File: src/hdl/run_mode_params.svh
// Constants for the pump run mode controller.
`ifndef RUN_MODE_PARAMS_SVH
`define RUN_MODE_PARAMS_SVH
// Clock rate in hertz.
`define CLK_HZ 25000000
// Flash half period in milliseconds.
`define FLASH_HALF_MS 500
// Flash half period in clock cycles.
`define FLASH_HALF_CYC ((`CLK_HZ / 1000) * `FLASH_HALF_MS)
// Width of the flash divider counter.
`define FLASH_CNT_W 24
// Mode select codes.
`define MODE_LOCAL 2'h0
`define MODE_REMOTE 2'h1
`define MODE_SERIAL 2'h2
// Reply codes for serial commands.
`define REPLY_OK 2'h1
`define REPLY_CONTEXT_ERR 2'h2
`endif

File: src/hdl/run_mode_pkg.sv
// Types shared by the pump run mode controller.
package run_mode_pkg;
	// Run state of the motor drive.
	typedef enum logic [1:0] {
		ST_IDLE,
		ST_RAMP,
		ST_AT_SPEED
	} run_state_e;
	// Two-bit mode select.
	typedef logic [1:0] mode_t;
	// Speed word.
	typedef logic [7:0] speed_t;
endpackage

File: src/hdl/pump_run_mode_control.sv
// Run control of the pump: source arbitration, restart policy and indicators.
//
// Notes on behaviour
// - Three sources; only the selected mode governs.
// - Local running needs cover plug bridge present.
// - Local switch on starts pump automatically.
// - Start enables purge on either variant; vapour variant adds ballast.
// - Local/remote restart after power returns.
// - Local/remote resume after emergency stop release.
// - Remote: contact closed starts at contact speed.
// - Contact closed: serial run commands get context error.
// - Serial run-on starts at serial speed.
// - Serial run-off stops the pump.
// - Serial run: contact close then open stops.
// - Serial: no restart after emergency stop.
// - Blue lit steadily while powered.
// - Green flashes ramping, steady at speed.
// - Red off, flash debonding, steady blocking fault.
`timescale 1ns/1ps
`include "run_mode_params.svh"
module pump_run_mode_control (
	input wire logic ref_clk,
	input wire logic rstn,
	input wire run_mode_pkg::mode_t mode_sel,
	input wire logic main_switch_pin,
	input wire logic cover_plug_pin,
	input wire logic start_stop_contact_pin,
	input wire logic estop_pin,
	input wire logic power_good,
	input wire logic condensable_vapour_variant,
	input wire logic purge_variant,
	input wire run_mode_pkg::speed_t contact_speed,
	input wire run_mode_pkg::speed_t serial_speed,
	input wire logic run_on_command,
	input wire logic run_off_command,
	input wire logic speed_reached,
	input wire logic debond_active,
	input wire logic fault_block,
	output logic motor_run,
	output run_mode_pkg::speed_t speed_setpoint,
	output logic purge_on,
	output logic ballast_on,
	output logic reply_valid,
	output logic [1:0] reply_code,
	output logic led_blue,
	output logic led_green,
	output logic led_red
);
	import run_mode_pkg::*;

	logic sw_lvl; // Filtered main switch.
	logic plug_lvl; // Filtered cover plug bridge.
	logic ss_lvl; // Filtered start/stop contact.
	logic estop_lvl; // Filtered emergency stop, high while asserted.
	logic ss_prev_r; // Contact level last cycle.
	logic serial_latch_r; // Serial run-on in effect.
	logic serial_latch_nxt;
	run_state_e state_r; // Drive state.
	run_state_e state_nxt;
	logic [`FLASH_CNT_W-1:0] flash_cnt_r; // Flash divider.
	logic flash_r; // Flash phase.
	logic motor_run_r;
	speed_t speed_r;
	logic purge_r;
	logic ballast_r;
	logic reply_valid_r;
	logic [1:0] reply_code_r;
	logic blue_r;
	logic green_r;
	logic red_r;

	// Each pin comes from outside and is filtered before use.
	pin_sync u_sw (.ref_clk(ref_clk), .rstn(rstn), .pin(main_switch_pin), .level(sw_lvl));
	pin_sync u_plug (.ref_clk(ref_clk), .rstn(rstn), .pin(cover_plug_pin), .level(plug_lvl));
	pin_sync u_ss (.ref_clk(ref_clk), .rstn(rstn), .pin(start_stop_contact_pin), .level(ss_lvl));
	pin_sync u_es (.ref_clk(ref_clk), .rstn(rstn), .pin(estop_pin), .level(estop_lvl));

	wire is_local = (mode_sel == `MODE_LOCAL);
	wire is_remote = (mode_sel == `MODE_REMOTE);
	wire is_serial = (mode_sel == `MODE_SERIAL);
	wire ss_fall = ss_prev_r & ~ss_lvl; // Contact just opened.
	wire any_cmd = run_on_command | run_off_command;
	// Serial commands are refused while the contact is closed.
	wire cmd_refused = any_cmd & ss_lvl;
	wire cmd_accept = any_cmd & ~ss_lvl & is_serial;
	wire power_ok = power_good & sw_lvl;
	// Local and remote demand are level-based, so they return after power or stop.
	wire local_demand = is_local & sw_lvl & plug_lvl;
	wire remote_demand = is_remote & ss_lvl;
	wire serial_demand = is_serial & serial_latch_r;
	wire demand = power_ok & ~estop_lvl & ~fault_block &
		(local_demand | remote_demand | serial_demand);
	wire flash_wrap = (flash_cnt_r == `FLASH_CNT_W'(`FLASH_HALF_CYC - 1));
	wire speed_t sel_speed = is_serial ? serial_speed : contact_speed;

	// Serial run latch: set by run-on, cleared by run-off, stop, contact release or power loss.
	always_comb begin
		serial_latch_nxt = serial_latch_r;
		if (!is_serial || !power_ok) begin
			serial_latch_nxt = 1'b0;
		end else if (estop_lvl) begin
			// Latch drops so release needs a fresh run-on.
			serial_latch_nxt = 1'b0;
		end else if (ss_fall) begin
			serial_latch_nxt = 1'b0;
		end else if (cmd_accept && run_off_command) begin
			serial_latch_nxt = 1'b0;
		end else if (cmd_accept && run_on_command) begin
			serial_latch_nxt = 1'b1;
		end
	end

	// Drive state: ramp until speed reached, drop to idle when demand ends.
	always_comb begin
		state_nxt = state_r;
		case (state_r)
			ST_IDLE: begin
				if (demand) begin
					state_nxt = ST_RAMP;
				end
			end
			ST_RAMP: begin
				if (!demand) begin
					state_nxt = ST_IDLE;
				end else if (speed_reached) begin
					state_nxt = ST_AT_SPEED;
				end
			end
			ST_AT_SPEED: begin
				if (!demand) begin
					state_nxt = ST_IDLE;
				end else if (!speed_reached) begin
					state_nxt = ST_RAMP;
				end
			end
			default: begin
				state_nxt = ST_IDLE;
			end
		endcase
	end

	// State, latch and contact history.
	always_ff @(posedge ref_clk) begin
		if (!rstn) begin
			state_r <= ST_IDLE;
			serial_latch_r <= 1'b0;
			ss_prev_r <= 1'b0;
		end else begin
			state_r <= state_nxt;
			serial_latch_r <= serial_latch_nxt;
			ss_prev_r <= ss_lvl;
		end
	end

	// Flash divider gives a phase toggle every half period.
	always_ff @(posedge ref_clk) begin
		if (!rstn) begin
			flash_cnt_r <= '0;
			flash_r <= 1'b0;
		end else if (flash_wrap) begin
			flash_cnt_r <= '0;
			flash_r <= ~flash_r;
		end else begin
			flash_cnt_r <= flash_cnt_r + `FLASH_CNT_W'(1);
		end
	end

	// Run, purge and ballast follow the next state; speed is the serial speed in serial mode, the contact speed otherwise.
	always_ff @(posedge ref_clk) begin
		if (!rstn) begin
			motor_run_r <= 1'b0;
			speed_r <= '0;
			purge_r <= 1'b0;
			ballast_r <= 1'b0;
		end else begin
			motor_run_r <= (state_nxt != ST_IDLE);
			speed_r <= sel_speed;
			// Purge on either gas variant, ballast only on the vapour variant.
			purge_r <= (state_nxt != ST_IDLE) & (purge_variant | condensable_vapour_variant);
			ballast_r <= (state_nxt != ST_IDLE) & condensable_vapour_variant;
		end
	end

	// One-cycle reply to every serial command.
	always_ff @(posedge ref_clk) begin
		if (!rstn) begin
			reply_valid_r <= 1'b0;
			reply_code_r <= 2'h0;
		end else begin
			reply_valid_r <= any_cmd;
			if (cmd_refused) begin
				reply_code_r <= `REPLY_CONTEXT_ERR;
			end else if (any_cmd) begin
				reply_code_r <= `REPLY_OK;
			end
		end
	end

	// Indicators.
	always_ff @(posedge ref_clk) begin
		if (!rstn) begin
			blue_r <= 1'b0;
			green_r <= 1'b0;
			red_r <= 1'b0;
		end else begin
			blue_r <= power_ok;
			case (state_r)
				ST_RAMP: green_r <= flash_r;
				ST_AT_SPEED: green_r <= 1'b1;
				default: green_r <= 1'b0;
			endcase
			if (fault_block) begin
				red_r <= 1'b1;
			end else if (debond_active) begin
				red_r <= flash_r;
			end else begin
				red_r <= 1'b0;
			end
		end
	end

	assign motor_run = motor_run_r;
	assign speed_setpoint = speed_r;
	assign purge_on = purge_r;
	assign ballast_on = ballast_r;
	assign reply_valid = reply_valid_r;
	assign reply_code = reply_code_r;
	assign led_blue = blue_r;
	assign led_green = green_r;
	assign led_red = red_r;
endmodule

File: src/hdl/pin_sync.sv
// Three-stage synchroniser with agreement filter for one pin.
`timescale 1ns/1ps
module pin_sync (
	input wire logic ref_clk,
	input wire logic rstn,
	input wire logic pin,
	output logic level
);
	logic stage1_r; // First stage, read only by s2_r.
	logic s2_r; // Second stage.
	logic s3_r; // Third stage.
	logic level_r; // Filtered level.
	assign level = level_r;
	// Shift the pin through three stages; accept a change when stages two and three agree.
	always_ff @(posedge ref_clk) begin
		if (!rstn) begin
			stage1_r <= 1'b0;
			s2_r <= 1'b0;
			s3_r <= 1'b0;
			level_r <= 1'b0;
		end else begin
			stage1_r <= pin;
			s2_r <= stage1_r;
			s3_r <= s2_r;
			if (s2_r == s3_r) begin
				level_r <= s3_r;
			end
		end
	end
endmodule

File: config.mk
export PLATFORM = sky130hd
export DESIGN_NAME = pump_run_mode_control
export DESIGN_NICKNAME = d
export VERILOG_FILES = /design/src/hdl/run_mode_pkg.sv /design/src/hdl/pump_run_mode_control.sv /design/src/hdl/pin_sync.sv
export VERILOG_INCLUDE_DIRS = /design/src /design/src/hdl
export SDC_FILE = /design/constraint.sdc
export NUM_CORES = 1
export LEC_CHECK = 0
export ABC_AREA = 1
export ABC_CLOCK_PERIOD_IN_PS = 1300
export BUFFER_PORTS_ARGS = -buffer_cell sky130_fd_sc_hd__buf_2
export CAP_MARGIN = 40
export CORE_MARGIN = 8
export CORE_UTILIZATION = 38
export DETAILED_ROUTE_END_ITERATION = 7
export PLACE_DENSITY = 0.57
export SLEW_MARGIN = 0
export SYNTH_ARGS = -nofsm -noshare
export SYNTH_HDL_FRONTEND = slang
export SYNTH_SLANG_ARGS = --single-unit
File: constraint.sdc
create_clock -name ref_clk -period 1.3 [get_ports ref_clk]
set_input_delay 0.195 -clock ref_clk [delete_from_list [all_inputs] [get_ports ref_clk]]
set_output_delay 0.195 -clock ref_clk [all_outputs]
set_load 0.01 [all_outputs]
Yosys cells after proc, flatten, opt, wreduce, memory -nomap -nowiden --
Cells that the tools add are included.
Storage, ports and cells: bits in read-only memories 0, word-level logic and storage cells 88, memories 0, output and inout bits 17, bits in registers 62, bits in writable memories 0, bits in latches 0, bits of input ports 32
Cells by class: $lt $le $gt $ge 0, mux-type cells 12, multiply operators 0, equal/unequal tests 9, shifts and indexed selects 0, reduce and logical (&&, ||, !) cells 12, $add $sub $neg 1, bitwise gates (word level) 23, divide/modulo/power cells 0
Operator list (count):
- adder 24 x 1 -> 24 bit (second input constant) | 1
- == test 24 bit (second input constant) | 1
- AND 1 bit | 14
- two-way mux 2 bit | 7
- two-way mux 8 bit | 1
- one-hot mux 2 bit (3 select lines) | 1
- NOT 1 bit | 5
- OR reduction 5 bit | 1
- == test 1 bit | 4
- == test 2 x 1 -> 1 bit (second input constant) | 2
- == test 2 bit (second input constant) | 2
- logical NOT 2 bit | 2
- bitwise OR 1 bit | 4
- nonzero test 2 bit | 2
- OR reduction 2 bit | 2
- logical AND 1 bit | 2
- logical NOT 1 bit | 2
- two-way mux 1 bit | 2
- one-hot mux 1 bit (2 select lines) | 1
- logical OR 1 bit | 1

Logic depth before layout (Yosys ltp) --
Gate-level depths: netlist of the first run.
depth in word-level cells 10, mapped depth 10

By module --
Synthesis of the first run repeated with hierarchy kept, for this count alone.
Second synthesis, totals: cells, all modules 352, area total of the unflattened synthesis 2683.8 um^2
Modules (own cells, without submodules):
- pump_run_mode_control | cells an instance 300, area each 2218.4 um^2, instances 1
- pin_sync | cells an instance 13, area each 116.4 um^2, instances 4

Least setup slack after synthesis of the first run --
Ideal clock, no wire load.
kind reg2reg, start register flash_cnt_r[0], end register flash_cnt_r[18], path slack -168 ps, path buffers 1, stages on the path, launching flop included 10, setup time 115 ps, data required time 1185 ps, data arrival time 1353 ps, cell sequence dfxtp_1 ha_1 nand2_1 nor2_4 nand2_2 nor3_4 nand2_2 nand2_4 buf_12 nor2_2
Between the ends: word-level cells in the longest chain between the ends 2, elaborated cells between the ends (all ways) 3, classes of those cells 1 x add/sub; 1 x eq/ne; 1 x reduce/logical
Ends and longest elaborated chain:
- start, declared | line pump_run_mode_control.sv:60 | logic [`FLASH_CNT_W-1:0] flash_cnt_r;
- start signal, assigned | line pump_run_mode_control.sv:164 | flash_cnt_r <= flash_cnt_r + `FLASH_CNT_W'(1);
- parallel branches: the longest is 2 deep, another holds adder 24 x 1 -> 24 bit
Several ways; the timed one is not identified. A chain may end at the register's enable or synchronous reset.

Worst setup path after layout of the first run --
start register flash_cnt_r[0], end register flash_cnt_r[14]
The elaborated chain is that of the path after synthesis.

==> results of run 1 <==
==> worst max path at each step <==
stage / start / endpoint / slack [ns]
CTS: flash_cnt_r[0] / flash_cnt_r[14] / -0.11
floorplan: flash_cnt_r[0] / flash_cnt_r[11] / -0.09
detailed placement: flash_cnt_r[16] / flash_cnt_r[19] / -0.12
global placement: flash_cnt_r[15] / flash_cnt_r[19] / -0.11
finish: flash_cnt_r[0] / flash_cnt_r[14] / -0.14
global route: flash_cnt_r[0] / flash_cnt_r[14] / -0.24
==> sequential cells by signal, summed over array words and instances, names as in the netlist, 2 cells and up <==
name and flops:
flash_cnt_r 24, reply_code 2, speed_setpoint 8, state_r 2
==> cell usage in the layout, fill, tap and decap left out, types with 6 or more instances in the layout <==
master    netlist  routed
buf_2           0      48
a21oi_1        13      13
o21ai_0        14      12
nand4_1         7       7
nor2_2         19      20
clkbuf_8        0       9
nor2_1         46      44
a21oi_2         6       6
inv_1          40      36
nand3_1        12       9
dfxtp_1        62      57
nand2_2         3       6
nand2_1        75      69
buf_4           1      55
xor2_1          6       6
==> routing by layer <==
layer / vias to the layer above / part of all wire, %
met3: 11 / 3.8
met2: 36 / 46
met5: - / 0
li1: 1312 / -
met1: 1070 / 48
met4: 0 / 2.2
==> cells by family after synthesis <==
family,Yosys count,synth area share [%]
and+or+nand+nor,186,32.6
AOI/OAI and AO/OA,34,7.28
buffers and inverters,47,7.93
xor gates and xnor gates,11,3.59
DFF,62,46.3
adders and majority gates,5,2.33
==> critical path: stages (launching register included) <==
cell     delay (ns)
dfxtp_4        0.37
ha_4           0.14
nand2_4        0.06
nor2_4         0.17
nand2_2        0.09
nor3_4         0.13
nand2_2        0.08
nand2_4        0.09
buf_12         0.16
nor3_1         0.05
==> power breakdown <==
part	leakage (nW)	switching (mW)	internal [mW]
Sequential	0.508	0.0174	1.94
Clock	0.0960	0.821	0.891
Combinational	1.10	0.131	0.117
Total	1.70	0.969	2.95
==> what timing repair did <==
| action | 4_1_cts | 5_1_grt |
|---|---|---|
| endpoints found under the setup margin | 29 | 30 |
| pin swaps | 3 | 10 |
| setup buffers | 1 | 2 |
| resized for setup | 9 | 34 |
==> area by class of cell <==
cell class,count,area (um^2)
fillers,653,3010
multi-input cells,236,1370
flip-flops and latches,62,1250
repair buffers,107,716
inverters,42,163
clock buffers,9,124
well taps,96,120
clock inverters,7,72.6
==> impl_metrics.tcl, run 1 <==
set metrics [dict create \
    status "complete, but fails checks" \
    violations "setup timing" \
    synth_top_cells_by_area "dfxtp_1 (46%), nand2_1 (10%), nor2_1 (6.4%)" \
    synth_area_um2 2680 \
    rows 30 \
    fmax_ghz 0.696 \
    fin_util_pct 55.9 \
    min_period_over_period_pct 111 \
    place_congestion 0.835 \
    grt_pass1_vias 2353 \
    yosysWarnings 0 \
    drive_above_1_share_pct 41.0 \
    whs_endpoint "u_ss.stage1_r" \
    hold_class "in -> reg" \
    dpl.cell_count 540 \
    hp-start "start_stop_contact_pin" \
    yosysTopAreaCell "dfxtp_1" \
    die_area_um2 10000 \
    synth_seq_cells 62 \
    port_buffers 48 \
    pin_count 49 \
    cap_violations 0 \
    reg2reg_to "flash_cnt_r[14]" \
    syn_avg_cell_area_um2 7.78 \
    hpwl_mm 4.80 \
    period_needed_ns 1.44 \
    cp_data_required_time_ns 1.53 \
    dp_worst_setup_slack_ns -0.119 \
    reg2reg_slack_ns -0.14 \
    drt_pass1_iterations 4 \
    clock_path_buffers 2 \
    yosysMostFrequentCell "nand2_1" \
    path_max_fanout 12 \
    coreArea_um2 6830 \
    antennaDiodeCount 0 \
    cts_hold_buf 0 \
    synth_edf_count 0 \
    busiest_layer "met2" \
    ir_drop_uv 514 \
    cts_tree "yes" \
    final_area_um2 3820 \
    p_per_area_nw_per_um2 1030 \
    met3_usage_pct 3.39 \
    drc 0 \
    routedWlPerCell_um 11.7 \
    grt_max_degree 13 \
    drv_slew 0 \
    die_height_um 100 \
    yosys-top-cells-count "nand2_1 (75), dfxtp_1 (62), nor2_1 (46), inv_1 (40), nor2_2 (19)" \
    clk_pin_slew_ns 0.07 \
    grt_antenna_before_repair 0 \
    clkLatencyLatePin_ns 0.34 \
    finalHoldViolCount 0 \
    vias 2429 \
    start_kind "register" \
    placed_area_um2 3460 \
    whs_ns 0.0316 \
    relSlewSlack_pct 80.9 \
    root_buffer "clkbuf_8" \
    routed_via_density 4.35 \
    setup_violations 26 \
    holdPathStages 3 \
    synth_top_area_share_pct 46.3 \
    synth_ff_type "dfxtp_1" \
    ys_async_sr_fraction_pct 0 \
    final_cells 559 \
    worst_r2r_path_depth 9 \
    yosysSeqAreaShare_pct 46.3 \
    start_util_pct 39.3 \
    ys_types 29 \
    syn-instance-count 345 \
    die_w_um 100 \
    cp_data_arrival_time_ns 1.67 \
    grt_pass1_wl_mm 10.7 \
    cts_sinks 62 \
    r2r-start "flash_cnt_r[0]" \
    globalRouteMet1Util_pct 16.1 \
    rsz0062_at_grt "true" \
    groute.usage.overall_pct 13.4 \
    ant_nets 0 \
    tns_ns -2.73 \
    overflow 0 \
    wirelength_mm 6.55 \
    drt_iter0_markers 73 \
    worst_slack_ns -0.137 \
    cts_buffers 9 \
    worstSetupPathType "reg -> reg" \
    fin_nets 495 \
    met2_usage_pct 21.3 \
    syn2layout_area_growth_pct 42.4 \
    tightestPinTransition_ns 0.285 \
    finalClockSkew_ns 0.00886 \
    cts.htree.levels 3 \
    cp-end-kind "register" \
    synthesis.nets 382 \
    total_power_mw 3.92 \
    leakage_nw 1.70 \
]
Power figures use the tool's default switching activity.
==> run 2: changes to the inputs <==
Settings changed: CORE_ASPECT_RATIO set to 0.8.
==> run 2 against run 1 <==
- the run still ends with setup timing left
- clock skew is essentially flat
- non-clock buffer count grew 2
- cell area grew 1.6%
- critical path depth shrank 3
- worst setup slack gained 0.042 ns
- via count grew 0.99%
- sequential power is essentially flat
- register-to-register slack gained 0.04 ns
- clock-buffer cell count is the same
- fmax grew 3.0%
==> impl_metrics.tcl, run 2 (synthesis results as in run 1) <==
set metrics [dict create \
    drive_above_1_share_pct 43.7 \
    vias 2453 \
    cts_sinks 62 \
    groute.usage.overall_pct 14.3 \
    hp-start "start_stop_contact_pin" \
    relSlewSlack_pct 81.8 \
    worstSetupPathType "reg -> reg" \
    start_kind "register" \
    cp_data_arrival_time_ns 1.68 \
    place_congestion 0.809 \
    root_buffer "clkbuf_8" \
    min_period_over_period_pct 107 \
    cts.htree.levels 3 \
    worst_r2r_path_depth 6 \
    antennaDiodeCount 0 \
    die_height_um 91.2 \
    largest_register "flash_cnt_r" \
    coreArea_um2 6860 \
    grt_max_degree 28 \
    final_cells 552 \
    rsz0062_at_grt "true" \
    die_area_um2 10000 \
    routedWlPerCell_um 12.3 \
    grt_antenna_before_repair 0 \
    worst_slack_ns -0.0950 \
    leakage_nw 1.73 \
    whs_endpoint "u_ss.stage1_r" \
    layout_common_cells "nand2_1 (67), buf_4 (56), dfxtp_1 (55)" \
    cts_buffers 9 \
    pin_count 49 \
    routed_via_density 4.44 \
    period_needed_ns 1.39 \
    hold_class "in -> reg" \
    final_common_cell "nand2_1" \
    r2r-start "flash_cnt_r[12]" \
    largest_reg_flops 24 \
    reg2reg_slack_ns -0.09 \
    fillCellCount 664 \
    ant_nets 0 \
    fin_nets 497 \
    grt_pass1_vias 2502 \
    path_max_fanout 3 \
    tns_ns -1.78 \
    syn2layout_area_growth_pct 44.6 \
    clock_path_buffers 2 \
    overflow 0 \
    clkLatencyLatePin_ns 0.34 \
    rows 27 \
    clk_pin_slew_ns 0.08 \
    ir_drop_uv 787 \
    cts_tree "yes" \
    violations "setup timing" \
    grt_pass1_wl_mm 11.4 \
    dpl.cell_count 532 \
    reg2reg_to "flash_cnt_r[13]" \
    route.met3.wl_um 290 \
    p_per_area_nw_per_um2 1020 \
    dr.max_layer_used "met4" \
    cp_data_required_time_ns 1.59 \
    cp-end-kind "register" \
    finalClockSkew_ns 0.00881 \
    fmax_ghz 0.717 \
    total_power_mw 3.97 \
    holdPathStages 3 \
    finalHoldViolCount 0 \
    drt_iter0_markers 84 \
    cap_violations 0 \
    drt_pass1_iterations 4 \
    drv_slew 0 \
    wl_met2_mm 3.09 \
    port_buffers 48 \
    drc 0 \
    tightestPinTransition_ns 0.272 \
    wl_met1_mm 3.33 \
    hpwl_mm 5.12 \
    whs_ns 0.0224 \
    setup_violations 25 \
    wirelength_mm 6.78 \
    dp_worst_setup_slack_ns -0.134 \
    start_util_pct 39.1 \
    status "complete, but fails checks" \
    die_w_um 110 \
]
-- run 2: changes by cell type in the layout (fill, tap and decap cells not counted), sizes merged --
cell / change
buf: +2
clkinv: -1
inv: +1
-- run 2: final cells by class --
class	instances	area, um^2	share of cell area (%)
multi-input combinational	236	1410	36.3
clock buffer	9	124	3.19
clock inverter	7	80.1	2.06
timing repair buffer	109	743	19.2
tap	87	109	2.81
inverter	42	160	4.13
sequential	62	1250	32.4
-- run 2: metrics by stage --
step | util [%] | cell area [um^2]
after floorplan | - | 2710
after global placement | 50.5 | 3460
after detailed placement | 50.5 | 3460
after CTS | 54.8 | 3760
after global routing | 56.6 | 3880
final | 56.6 | 3880
-- run 2: worst max-delay path by stage --
| stage | from | endpoint | slack (ns) | depth (start not counted) |
|---|---|---|---|---|
| after floorplan | flash_cnt_r[0] | flash_cnt_r[11] | -0.09 | 9 |
| after global placement | flash_cnt_r[1] | flash_cnt_r[14] | -0.08 | 9 |
| after detailed placement | flash_cnt_r[1] | flash_cnt_r[18] | -0.13 | 9 |
| after CTS | flash_cnt_r[1] | flash_cnt_r[14] | -0.12 | 9 |
| after global routing | flash_cnt_r[1] | flash_cnt_r[14] | -0.18 | 9 |
| final | flash_cnt_r[12] | flash_cnt_r[13] | -0.09 | 6 |
-- run 2: timing repair --
action	CTS	global route
pin swaps	11	15
cloned	0	0
gates resized for setup	23	29
hold endpoints to repair	0	0
hold buffers	0	0
buffers inserted	2	2
endpoints found under the setup margin	28	30
-- run 2: report_power, final --
group	internal, mW	total, mW	switching (mW)	leakage, nW
registers	1.94	1.96	0.0195	0.509
clock network	0.908	1.76	0.851	0.0968
logic	0.119	0.248	0.129	1.13
-- run 2: worst max-delay path: stages, from the launching register on --
cell and delay (ns):
dfxtp_1 0.39, nand2_1 0.12, buf_4 0.15, nor2_1 0.14
nand3_1 0.15, or2_0 0.26, a21oi_2 0.13
-- run 2: routing by layer --
metal | vias up | GRT usage [%]
met1 | 1101 | 18.4
met4 | 0 | 4.71
li1 | 1306 | -
met5 | - | 0
met3 | 7 | 5.01
met2 | 39 | 21.7
==> run 3: changes to the inputs <==
Settings changed: CORE_ASPECT_RATIO 0.8 to 0.6.
==> run 3 against run 2 <==
- the run still ends with setup timing left
- worst setup slack got worse by 0.043 ns
- via count increased by 4.6%
- combinational power increased by 4%
- global-route usage increased by 0.12 points
- largest cell class unchanged
==> impl_metrics.tcl, run 3 (synthesis results as in run 1) <==
set metrics [dict create \
    status "complete, but fails checks" \
    violations "setup timing" \
    hpwl_mm 5.26 \
    ir_drop_uv 803 \
    leakage_nw 1.81 \
    hold_class "in -> reg" \
    cts_sinks 62 \
    overflow 0 \
    vias 2565 \
    layout_common_cells "nand2_1 (69), buf_4 (68), dfxtp_1 (53)" \
    cp-end-kind "register" \
    clkLatencyLatePin_ns 0.33 \
    grt_pass1_wl_mm 11.8 \
    rows 23 \
    min_period_over_period_pct 111 \
    route.met3.wl_um 598 \
    path_max_fanout 8 \
    fin_nets 508 \
    drt_pass1_iterations 4 \
    groute.usage.overall_pct 14.5 \
    cap_violations 0 \
    pwr-share-clk_pct 50.7 \
    cp_data_required_time_ns 1.52 \
    die_height_um 81.1 \
    place_congestion 0.894 \
    wirelength_mm 7.40 \
    port_buffers 48 \
    p_per_area_nw_per_um2 1120 \
    relSlewSlack_pct 80.6 \
    syn2layout_area_growth_pct 49.7 \
    drt_iter0_markers 113 \
    cts_tree "yes" \
    fmax_ghz 0.695 \
    start_util_pct 39.7 \
    wl_met2_mm 2.75 \
    drv_slew 0 \
    cts_hold_buf 0 \
    placed_area_um2 3500 \
    pwr-share-seq_pct 43.6 \
    final_common_cell "nand2_1" \
    grt_max_degree 17 \
    die_w_um 124 \
    rsz0062_at_grt "true" \
    finalClockSkew_ns 0.00564 \
    dr.max_layer_used "met4" \
    routedWlPerCell_um 13.1 \
    grt_pass1_vias 2414 \
    pin_count 49 \
    worstPathCellList "ha_4 > nand2_4 > nor2_4 > nand2_2 > nor3_4 > nand2_2 > nand2_4 > clkbuf_16 > nor2_2" \
    start_kind "register" \
    cts.htree.levels 3 \
    largest_reg_flops 24 \
    die_area_um2 10100 \
    whs_ns 0.0510 \
    power.internal_mw 3.53 \
    routed_via_density 4.56 \
    crit_slowest_cell "dfxtp_4" \
    drc 0 \
    worst_path_largest_cell_delay_ns 0.36 \
    wl_met1_mm 3.96 \
    final_area_um2 4020 \
    clk_pin_slew_ns 0.05 \
    period_needed_ns 1.44 \
    grt_antenna_before_repair 0 \
    fillCellCount 607 \
    swShare_pct 21.7 \
    root_buffer "clkbuf_16" \
    setup_violations 26 \
    antennaDiodeCount 0 \
    cts_buffers 9 \
    largest_register "flash_cnt_r" \
    tightestPinTransition_ns 0.289 \
    p_sw_uw 979 \
    drive_above_1_share_pct 43.7 \
    ant_nets 0 \
    coreArea_um2 6760 \
    clock_path_buffers 2 \
    cp_data_arrival_time_ns 1.66 \
    pwr-share-comb_pct 5.7 \
    worstSetupPathType "reg -> reg" \
    finalHoldViolCount 0 \
    worst_slack_ns -0.138 \
]
## run 3: cell types whose count changed in the layout (fill, tap and decap cells not counted), moves of 2 or more
cell	previous run	this run
clkbuf_16	0	10
nand2_1	67	69
clkinv_2	0	4
nor2_2	22	20
buf_4	56	68
clkinvlp_4	2	0
clkbuf_8	9	0
inv_6	3	0
clkbuf_1	0	2
nor2_4	5	7
dfxtp_1	55	53
buf_12	3	1
## run 3: area by class of cell
| class | instances | area [um^2] | area share (%) |
|---|---|---|---|
| sequential | 62 | 1260 | 31.4 |
| inverter | 42 | 163 | 4.05 |
| tap | 87 | 109 | 2.71 |
| clock inverter | 5 | 50.0 | 1.25 |
| timing repair buffer | 120 | 818 | 20.4 |
| clock buffer | 11 | 233 | 5.80 |
| multi-input combinational | 236 | 1380 | 34.4 |
## run 3: worst paths after layout
path | start | endpoint | slack [ns] | cells after the start
worst min-delay path | main_switch_pin | u_sw.stage1_r | 0.05 | 3
worst max-delay path | flash_cnt_r[0] | flash_cnt_r[9] | -0.14 | 9
worst max register to register | flash_cnt_r[0] | flash_cnt_r[9] | -0.14 | 9
worst min register to register | u_ss.stage1_r | u_ss.s2_r | 0.41 | 2
## run 3: metrics by stage
| step | TNS, ns | instances | setup slack [ns] | util (%) | power (mW) |
|---|---|---|---|---|---|
| 3_5_place_dp | -3.81 | 540 | -0.183 | 51.7 | 2.24 |
| 2_1_floorplan | -1.77 | 345 | -0.0937 | - | 2.13 |
| 3_3_place_gp | -4.94 | 540 | -0.220 | 51.7 | 2.24 |
| 5_1_grt | -4.90 | 563 | -0.217 | 59.4 | 4.69 |
| 4_1_cts | -2.19 | 560 | -0.134 | 57.2 | 4.57 |
| 6_report | -2.74 | 563 | -0.138 | 59.4 | 4.51 |
## run 3: metal layers
layer,global-route usage (%),vias to the layer above
met5,0,-
met4,4.66,0
met3,5.85,13
met2,19.8,69
met1,20.1,1151
li1,-,1332
## run 3: what timing repair did
action                     4_1_cts  5_1_grt
cloned                           0        1
setup endpoints to repair       30       29
gates resized for setup         20       31
pin swaps                        9       11
setup buffers                    4        2
## run 3: worst max-delay path: cells and delay by family, from the launching register on
family	cells	cell delay [ns]
AND/OR/NAND/NOR	7	0.64
buffers and inverters	1	0.19
flip-flops	1	0.36
adder cells (fa/ha/maj)	1	0.14
## run 3: power groups by stage
stage | clock, mW | combinational (mW) | sequential [mW]
detailed placement | 0 | 0.234 | 2.01
CTS | 2.36 | 0.240 | 1.97
global placement | 0 | 0.231 | 2.01
floorplan | 0 | 0.111 | 2.02
finish | 2.29 | 0.257 | 1.97
global route | 2.44 | 0.284 | 1.97
